### src/aos_map.vh
// register offsets, field positions, reset values and state codes
`ifndef AOS_MAP_VH
`define AOS_MAP_VH
`define AOS_OFF_CTRL      8'h00
`define AOS_OFF_HIFEED    8'h04
`define AOS_OFF_LOFEED    8'h08
`define AOS_OFF_OFFSET    8'h0C
`define AOS_OFF_STATUS    8'h10
`define AOS_OFF_IRQ_STAT  8'h14
`define AOS_OFF_IRQ_MASK  8'h18
`define AOS_CTRL_START    0
`define AOS_CTRL_METH_LO  1
`define AOS_CTRL_METH_HI  2
`define AOS_CTRL_DIR      3
`define AOS_CTRL_DECEL    4
`define AOS_CTRL_PROXNC   5
`define AOS_CTRL_PROXFIT  6
`define AOS_CTRL_ABSENC   7
`define AOS_CTRL_RST      8'h40
`define AOS_FEED_RST      16'h0000
`define AOS_OFFSET_RST    32'h0000_0000
`define AOS_METH_PWRON    2'b00
`define AOS_METH_REVERSE  2'b01
`define AOS_METH_ONEDIR   2'b10
`define AOS_ST_DONE       0
`define AOS_ST_ERR        1
`define AOS_ST_BUSY       2
`define AOS_ST_FIXED      3
`define AOS_IRQ_DONE      0
`define AOS_IRQ_ERR       1
`define AOS_IRQ_REV       2
`define AOS_S_IDLE        4'h0
`define AOS_S_FAST        4'h1
`define AOS_S_SLOW        4'h2
`define AOS_S_WAITZ       4'h3
`define AOS_S_REVERSE     4'h4
`define AOS_S_ZERO        4'h5
`define AOS_S_PTP         4'h6
`define AOS_S_DONE        4'h7
`define AOS_S_ERROR       4'h8
`endif

### src/aos_edge.v
// per-bit rising and falling edge detector
`timescale 1ns/100ps
module aos_edge #(
  parameter WIDTH = 2
) (
  input  wire             clk,
  input  wire             rst_n,
  input  wire [WIDTH-1:0] sig,
  output wire [WIDTH-1:0] rise,
  output wire [WIDTH-1:0] fall
);
  genvar i;
  generate
    for (i = 0; i < WIDTH; i = i + 1) begin : g_bit
      // one flop per bit, so each bit has a single driver
      reg prev_q;
      always @(posedge clk or negedge rst_n) begin
        if (!rst_n) begin
          prev_q <= 1'b0;
        end else begin
          prev_q <= sig[i];
        end
      end
      assign rise[i] = sig[i] & ~prev_q;
      assign fall[i] = ~sig[i] & prev_q;
    end
  endgenerate
endmodule // aos_edge

### src/aos_axis_origin_search.v
// origin search engine for one servo axis with an ahb-lite register slave
//
// The implementer's own choices: the register addresses and the AHB-Lite register port.
`timescale 1ns/100ps
`include "aos_map.vh"
module aos_axis_origin_search (
  input  wire        hclk,
  input  wire        hresetn,
  input  wire        hsel,
  input  wire [7:0]  haddr,
  input  wire [1:0]  htrans,
  input  wire        hwrite,
  input  wire [2:0]  hsize,
  input  wire [31:0] hwdata,
  input  wire        hready,
  output reg  [31:0] hrdata,
  output wire        hreadyout,
  output wire        hresp,
  output wire        irq,
  input  wire        cw_limit_n,
  input  wire        ccw_limit_n,
  input  wire        prox_in,
  input  wire        index_in,
  output reg         drive_en,
  output reg         drive_ccw,
  output reg  [15:0] feed_rate,
  output reg         counter_pulse,
  output reg         ctrl_zero,
  output reg         origin_fixed,
  output reg         ptp_start,
  output reg  [31:0] ptp_offset,
  input  wire        ptp_done,
  output reg         ref_fixed,
  output wire        decel_sel
);
  // bus slave
  reg        wr_pend_q;
  reg [7:0]  wr_addr_q;
  reg [7:0]  ctrl_q;
  reg [15:0] hifeed_q;
  reg [15:0] lofeed_q;
  reg [31:0] offset_q;
  reg [2:0]  irq_stat_q;
  reg [2:0]  irq_mask_q;
  reg        done_q;
  reg        err_q;
  reg        fixed_q;
  reg [3:0]  state_q;
  reg [3:0]  state_d;
  reg        dir_q;
  reg        pwr_pend_q;
  wire       acc;
  wire       wr_now;
  wire       start_req;
  wire [1:0] method;
  wire [1:0] start_meth;
  wire       dir_d;
  wire       busy;
  reg  [31:0] rd_mux;

  assign hreadyout = 1'b1;
  assign hresp     = 1'b0;
  assign acc       = hsel & hready & htrans[1];
  assign wr_now    = wr_pend_q;
  assign method    = ctrl_q[`AOS_CTRL_METH_HI:`AOS_CTRL_METH_LO];
  // method written with the start bit is not stored yet at that edge
  assign start_meth = hwdata[`AOS_CTRL_METH_HI:`AOS_CTRL_METH_LO];
  assign decel_sel = ctrl_q[`AOS_CTRL_DECEL];
  assign busy      = (state_q != `AOS_S_IDLE);
  assign start_req = wr_now && (wr_addr_q == `AOS_OFF_CTRL) &&
                     hwdata[`AOS_CTRL_START];

  always @(posedge hclk or negedge hresetn) begin
    if (!hresetn) begin
      wr_pend_q <= 1'b0;
      wr_addr_q <= 8'h00;
    end else begin
      wr_pend_q <= acc & hwrite;
      if (acc) begin
        wr_addr_q <= haddr;
      end
    end
  end

  always @* begin
    rd_mux = 32'h0000_0000;
    case (haddr)
      `AOS_OFF_CTRL:     rd_mux = {24'h00_0000, ctrl_q};
      `AOS_OFF_HIFEED:   rd_mux = {16'h0000, hifeed_q};
      `AOS_OFF_LOFEED:   rd_mux = {16'h0000, lofeed_q};
      `AOS_OFF_OFFSET:   rd_mux = offset_q;
      `AOS_OFF_STATUS:   rd_mux = {28'h000_0000, fixed_q, busy,
                                   err_q, done_q};
      `AOS_OFF_IRQ_STAT: rd_mux = {29'h000_0000, irq_stat_q};
      `AOS_OFF_IRQ_MASK: rd_mux = {29'h000_0000, irq_mask_q};
      default:           rd_mux = 32'h0000_0000;
    endcase
  end

  always @(posedge hclk or negedge hresetn) begin
    if (!hresetn) begin
      hrdata <= 32'h0000_0000;
    end else if (acc && !hwrite) begin
      hrdata <= rd_mux;
    end
  end

  // configuration; start bit is not stored
  always @(posedge hclk or negedge hresetn) begin
    if (!hresetn) begin
      ctrl_q     <= `AOS_CTRL_RST;
      hifeed_q   <= `AOS_FEED_RST;
      lofeed_q   <= `AOS_FEED_RST;
      offset_q   <= `AOS_OFFSET_RST;
      irq_mask_q <= 3'h0;
    end else if (wr_now) begin
      case (wr_addr_q)
        `AOS_OFF_CTRL:     ctrl_q <= {hwdata[7:1], 1'b0};
        `AOS_OFF_HIFEED:   hifeed_q <= hwdata[15:0];
        `AOS_OFF_LOFEED:   lofeed_q <= hwdata[15:0];
        `AOS_OFF_OFFSET:   offset_q <= hwdata;
        `AOS_OFF_IRQ_MASK: irq_mask_q <= hwdata[2:0];
        default:           irq_mask_q <= irq_mask_q;
      endcase
    end
  end

  // sensor conditioning
  wire prox_act;
  wire cw_hit;
  wire ccw_hit;
  wire lim_ahead;
  wire lim_behind;
  wire ref_act;
  wire [1:0] ev_rise;
  wire [1:0] ev_fall;
  wire index_rise;
  wire ref_fall;

  assign prox_act   = prox_in ^ ctrl_q[`AOS_CTRL_PROXNC];
  assign cw_hit     = ~cw_limit_n;
  assign ccw_hit    = ~ccw_limit_n;
  assign lim_ahead  = dir_q ? ccw_hit : cw_hit;
  assign lim_behind = dir_q ? cw_hit : ccw_hit;
  assign ref_act    = ctrl_q[`AOS_CTRL_PROXFIT] ? prox_act :
                      lim_behind;

  aos_edge #(
    .WIDTH (2)
  ) u_edge (
    .clk   (hclk),
    .rst_n (hresetn),
    .sig   ({ref_act, index_in}),
    .rise  (ev_rise),
    .fall  (ev_fall)
  );

  assign index_rise = ev_rise[0];
  assign ref_fall   = ev_fall[1];

  // search sequencer
  wire use_offset;
  assign use_offset = ~ctrl_q[`AOS_CTRL_ABSENC] &&
                      (offset_q != 32'h0000_0000);

  always @* begin
    state_d = state_q;
    case (state_q)
      `AOS_S_IDLE: begin
        if (start_req) begin
          if (start_meth == `AOS_METH_PWRON) begin
            state_d = `AOS_S_DONE;
          end else if (start_meth == `AOS_METH_REVERSE ||
                       start_meth == `AOS_METH_ONEDIR) begin
            state_d = `AOS_S_FAST;
          end else begin
            state_d = `AOS_S_ERROR;
          end
        end
      end
      `AOS_S_FAST: begin
        if (lim_ahead) begin
          if (method == `AOS_METH_REVERSE) begin
            state_d = `AOS_S_REVERSE;
          end else begin
            state_d = `AOS_S_ERROR;
          end
        end else if (ref_act) begin
          state_d = `AOS_S_SLOW;
        end
      end
      `AOS_S_SLOW: begin
        if (lim_ahead) begin
          if (method == `AOS_METH_REVERSE) begin
            state_d = `AOS_S_REVERSE;
          end else begin
            state_d = `AOS_S_ERROR;
          end
        end else if (ref_fall) begin
          state_d = `AOS_S_WAITZ;
        end
      end
      `AOS_S_WAITZ: begin
        if (index_rise) begin
          state_d = `AOS_S_ZERO;
        end else if (lim_ahead) begin
          if (method == `AOS_METH_REVERSE) begin
            state_d = `AOS_S_REVERSE;
          end else begin
            state_d = `AOS_S_ERROR;
          end
        end
      end
      `AOS_S_REVERSE: begin
        state_d = `AOS_S_FAST;
      end
      `AOS_S_ZERO: begin
        state_d = use_offset ? `AOS_S_PTP : `AOS_S_DONE;
      end
      `AOS_S_PTP: begin
        if (ptp_done) begin
          state_d = `AOS_S_DONE;
        end
      end
      `AOS_S_DONE: begin
        state_d = `AOS_S_IDLE;
      end
      `AOS_S_ERROR: begin
        state_d = `AOS_S_IDLE;
      end
      default: begin
        state_d = `AOS_S_IDLE;
      end
    endcase
  end

  // drive pin takes the new direction in the same cycle as the state
  assign dir_d = (state_q == `AOS_S_IDLE && start_req) ?
                 hwdata[`AOS_CTRL_DIR] :
                 ((state_q == `AOS_S_REVERSE) ? ~dir_q : dir_q);

  always @(posedge hclk or negedge hresetn) begin
    if (!hresetn) begin
      state_q <= `AOS_S_IDLE;
      dir_q   <= 1'b0;
    end else begin
      state_q <= state_d;
      dir_q   <= dir_d;
    end
  end

  // drive outputs
  always @(posedge hclk or negedge hresetn) begin
    if (!hresetn) begin
      drive_en      <= 1'b0;
      drive_ccw     <= 1'b0;
      feed_rate     <= 16'h0000;
      counter_pulse <= 1'b0;
      ctrl_zero     <= 1'b0;
      ptp_start     <= 1'b0;
      ptp_offset    <= 32'h0000_0000;
    end else begin
      drive_ccw     <= dir_d;
      counter_pulse <= (state_d == `AOS_S_REVERSE);
      ctrl_zero     <= (state_d == `AOS_S_ZERO);
      ptp_start     <= (state_q == `AOS_S_ZERO) && use_offset;
      case (state_d)
        `AOS_S_FAST: begin
          drive_en  <= 1'b1;
          feed_rate <= hifeed_q;
        end
        `AOS_S_SLOW, `AOS_S_WAITZ: begin
          drive_en  <= 1'b1;
          feed_rate <= lofeed_q;
        end
        default: begin
          drive_en  <= 1'b0;
          feed_rate <= 16'h0000;
        end
      endcase
      if (state_q == `AOS_S_ZERO && use_offset) begin
        ptp_offset <= offset_q;
      end
    end
  end

  // origin events and status
  wire ev_done;
  wire ev_err;
  wire ev_rev;
  assign ev_done = (state_q == `AOS_S_DONE);
  assign ev_err  = (state_q == `AOS_S_ERROR);
  assign ev_rev  = (state_q == `AOS_S_REVERSE);

  always @(posedge hclk or negedge hresetn) begin
    if (!hresetn) begin
      origin_fixed <= 1'b0;
      ref_fixed    <= 1'b0;
      pwr_pend_q   <= 1'b1;
      done_q       <= 1'b0;
      err_q        <= 1'b0;
      fixed_q      <= 1'b0;
    end else begin
      pwr_pend_q   <= 1'b0;
      origin_fixed <= (state_d == `AOS_S_ZERO) ||
                      (pwr_pend_q && method == `AOS_METH_PWRON) ||
                      (ev_done && method == `AOS_METH_PWRON);
      ref_fixed    <= ev_done;
      if (pwr_pend_q && method == `AOS_METH_PWRON) begin
        done_q  <= 1'b1;
        fixed_q <= 1'b1;
      end else if (state_q == `AOS_S_IDLE && start_req) begin
        done_q  <= 1'b0;
        err_q   <= 1'b0;
        fixed_q <= 1'b0;
      end else if (ev_done) begin
        done_q  <= 1'b1;
        fixed_q <= 1'b1;
      end else if (ev_err) begin
        err_q <= 1'b1;
      end
    end
  end

  // sticky interrupt status, set wins over write-one-to-clear
  wire [2:0] irq_set;
  wire [2:0] irq_clr;
  assign irq_set = {ev_rev, ev_err, ev_done};
  assign irq_clr = (wr_now && wr_addr_q == `AOS_OFF_IRQ_STAT) ?
                   hwdata[2:0] : 3'h0;

  always @(posedge hclk or negedge hresetn) begin
    if (!hresetn) begin
      irq_stat_q <= 3'h0;
    end else begin
      irq_stat_q <= (irq_stat_q & ~irq_clr) | irq_set;
    end
  end

  assign irq = |(irq_stat_q & irq_mask_q);

  wire unused_ok;
  assign unused_ok = &{1'b0, hsize, htrans[0]};
endmodule // aos_axis_origin_search

### config.mk
export PLATFORM = sky130hd
export DESIGN_NAME = aos_axis_origin_search
export DESIGN_NICKNAME = d
export VERILOG_FILES = /design/src/aos_edge.v /design/src/aos_axis_origin_search.v
export VERILOG_INCLUDE_DIRS = /design/src
export SDC_FILE = /design/constraint.sdc
export NUM_CORES = 1
export LEC_CHECK = 0
export BUFFER_PORTS_ARGS = -buffer_cell sky130_fd_sc_hd__buf_4
export CORE_AREA = 2 2 135 137
export CTS_CLUSTER_DIAMETER = 30
export DETAILED_ROUTE_END_ITERATION = 8
export DIE_AREA = 0 0 137 139
export PLACE_DENSITY_LB_ADDON = 0.12
export SLEW_MARGIN = 20
export SYNTH_ARGS = -nofsm -noshare
export SYNTH_HDL_FRONTEND = slang
export SYNTH_SLANG_ARGS = --single-unit
export TNS_END_PERCENT = 100
### constraint.sdc
create_clock -name hclk -period 2.21 [get_ports hclk]
set_input_delay 0.3315 -clock hclk [delete_from_list [all_inputs] [get_ports hclk]]
set_output_delay 0.3315 -clock hclk [all_outputs]
set_load 0.1 [all_outputs]
==> flow_summary.yaml <==
layout:
  nNetsFinal: 805
  antenna_cells: 0
  syn_to_final_growth_pct: 28.89
  fin_util_pct: 56.94
  n_fill_cell: 1461
  drive_above_1_share_pct: 47.84
outcome:
  status: "finished, final reports clean"
setup_path:
  cp-start-kind: "flop"
  r2r_start: "drive_ccw"
  ff2ff_setup_slack_ns: 0.07
  endpoint: "feed_rate[7]"
  path_max_fanout: 8
  required_ns: 2.52
  crit_start: "drive_ccw"
  reg2reg_to: "feed_rate[7]"
  cpPeakStageDelay_ns: 0.51
  crit_type: "reg2reg"
  slowest_stage: "dfrtp_4"
  cp.arrival_ns: 2.45
  end_kind: "flop"
  crit_chain: "mux2i_1, and2_1, a221oi_1, o31ai_4, buf_12, o31ai_1"
  rr_worst_depth: 6
route:
  via_per_inst: 5.459
  routedWlPerCell_um: 19.83
  via_count: 5415
  drt-pass1-iter-count: 4
  drt-initial-drc-count: 294
  drcViolationCount: 0
  drt_wl_total_um: 19670
  ant_nets: 0
floorplan:
  die_w_um: 137
  start_util_pct: 44.18
  die_h_um: 139
  std_cell_rows: 49
  core_um2: 17660
  ios: 146
  die_area_um2: 19040
pwr:
  ir_drop_mv: 0.5209
  p_per_area_nw_per_um2: 845.2
  p_leak_nw: 4.788
timing:
  drv_slew: 0
  finalClockSkew_ns: 0.009131
  hold_viol_final: 0
  post-route-period-util_pct: 96.73
  fmaxAchievable_mhz: 467.8
  setup_violations: 0
  worstMarginPinSlew_ns: 0.5468
  period_minus_slack_ns: 2.138
  hold_ws_ns: 0.03506
  relSlewSlack_pct: 63.26
  worst_slack_ns: 0.07218
global_route:
  grt_max_degree: 54
  antenna_found_initial: 0
  globalRouteTotalUtil_pct: 21.63
  grt_pass1_vias: 5760
  grt.overflow.total: 0
  grt_pass1_wl_um: 31410
synth:
  synth_top_area_cell: "dfrtp_1"
  netlist_area_um2: 7800
  ys_ff_latch: 182
  ys_types: 59
  synth.avg_cell_area_um2: 13.20
  synth_area_leaders: "dfrtp_1, mux2_2, nand2_1"
  async_flop_share_pct: 100.0
  synth_cells: 591
  synth_edf_count: 0
  ys_seq_area_share_pct: 58.42
  synth_warnings: 0
  synth_ff_type: "dfrtp_1"
  synth_top_area_share_pct: 57.75
placed_design:
  pre_cts_ws_ns: -0.1564
  place_congestion: 0.8439
  port_buffers: 139
  hpwl_um: 13950
clock_tree:
  cts_tree: "done"
  cts_buffers: 17
  cts.htree.levels: 4
  clockBufferDepth: 2
  clk_latency_ns: 0.42
  root_buffer: "clkbuf_16"
  clkTransAtPathRegs_ns: 0.07
  clock_sinks: 182
worst_hold_path:
  hold_path.class: "in2reg"
job:
  maxCapViolations: 0
==> through the flow <==
step,cell area [µm²],total power (W),cells,setup TNS [ns]
2_1_floorplan,7807,0.004752,592,0
3_3_place_gp,9293,0.005184,959,-2.071
3_5_place_dp,9293,0.005217,959,-4.602
4_1_cts,9992,0.008568,992,0
5_1_grt,10050,0.008817,992,-0.01203
6_report,10050,0.008497,992,0
==> cell usage after synthesis, types with 5 or more instances <==
cell type,count
o31ai_1,24
mux2_2,126
nand2b_1,5
a21oi_1,6
nand2_1,65
nand4_1,6
buf_1,8
clkbuf_1,11
a22oi_1,9
nand3_1,8
nor2_1,13
buf_2,10
o21ai_0,8
nor3_1,5
mux4_2,6
dfrtp_1,180
nor4_1,9
a22o_1,16
inv_1,7
==> worst max-delay path: cells and delay by family, from the launching register on <==
| kind | cells | cell delay, ns |
|---|---|---|
| DFF | 1 | 0.51 |
| AOI/OAI and AO/OA | 3 | 0.96 |
| and+or+nand+nor | 1 | 0.18 |
| buffers and inverters | 1 | 0.19 |
| muxes | 1 | 0.18 |
==> how the worst min path moves through the flow <==
stage / start / to / slack, ns / depth (start not counted)
floorplan: hresetn / counter_pulse / 0.04 / 0
global placement: hresetn / ptp_offset[17] / 0.28 / 1
detailed placement: hresetn / ptp_offset[17] / 0.28 / 1
CTS: index_in / u_edge.g_bit[0].prev_q / 0.02 / 1
global route: index_in / u_edge.g_bit[0].prev_q / 0.02 / 1
finish: index_in / u_edge.g_bit[0].prev_q / 0.04 / 1
==> cells by family (layout without fill, tap and decap cells) <==
family	count (synthesis)	after routing	synth area share (%)
xor gates and xnor gates	3	3	0.3369
other	2	3	0.09628
muxes	138	138	20.92
AOI/OAI and AO/OA	85	85	8.662
and+or+nand+nor	136	136	8.646
buffers and inverters	45	216	2.919
DFF	182	182	58.42
==> cells in the final DEF, fill, tap and decap left out, types with 3 or more instances in the layout <==
cell,count
dfrtp_1,177
buf_4,169
mux2_2,126
nand2_1,65
o31ai_1,24
clkbuf_16,17
a22o_1,16
nor2_1,13
a22oi_1,9
nand3_1,8
o21ai_0,8
inv_1,7
nand4_1,6
mux4_2,6
buf_12,6
nand2b_1,5
nor3_1,5
nor4_2,5
a21oi_1,5
bufinv_16,5
mux2i_1,4
a21o_1,4
nor2b_1,4
or3_1,3
nor4_4,3
xnor2_1,3
conb_1,3
clkinv_2,3
clkinv_4,3
==> flip-flops by register name, indices dropped and copies added (netlist names), 2 cells and up <==
signal and flops:
hrdata 32, state_q 4, lofeed_q 16, hifeed_q 16
feed_rate 16, ptp_offset 32, irq_mask_q 3, irq_stat_q 3
ctrl_q 7, u_edge.g_bit.prev_q 2, offset_q 32, wr_addr_q 8
==> power breakdown <==
group | total (W) | internal (W) | switching, W | leakage, nW
Combinational | 0.00141 | 0.000461 | 0.000952 | 2.16
Sequential | 0.00374 | 0.00356 | 0.000186 | 2.31
Clock | 0.00334 | 0.00207 | 0.00127 | 0.324
==> layout make-up <==
type	count	area (µm²)	area share, %
inverter	7	26.28	0.2614
sequential	182	4563	45.39
timing repair buffer	177	1410	14.03
multi-input combinational	365	3110	30.94
clock inverter	12	200.2	1.991
clock buffer	20	456.7	4.543
tap	229	286.5	2.850
==> routing by layer <==
metal | part of all wire (%) | up-vias | global-route usage [%]
li1 | - | 2468 | -
met1 | 44 | 2790 | 29.82
met2 | 50 | 136 | 34.96
met3 | 4.5 | 21 | 3.363
met4 | 1.7 | 0 | 7.162
met5 | 0 | - | 0
==> what timing repair did <==
item	4_1_cts	5_1_grt
resized for setup	5	11
hold buffers	1	0
pin swaps	1	2
setup endpoints to repair	41	46
setup buffers	0	0
hold endpoints to repair	39	0
Power figures use the tool's default switching activity.
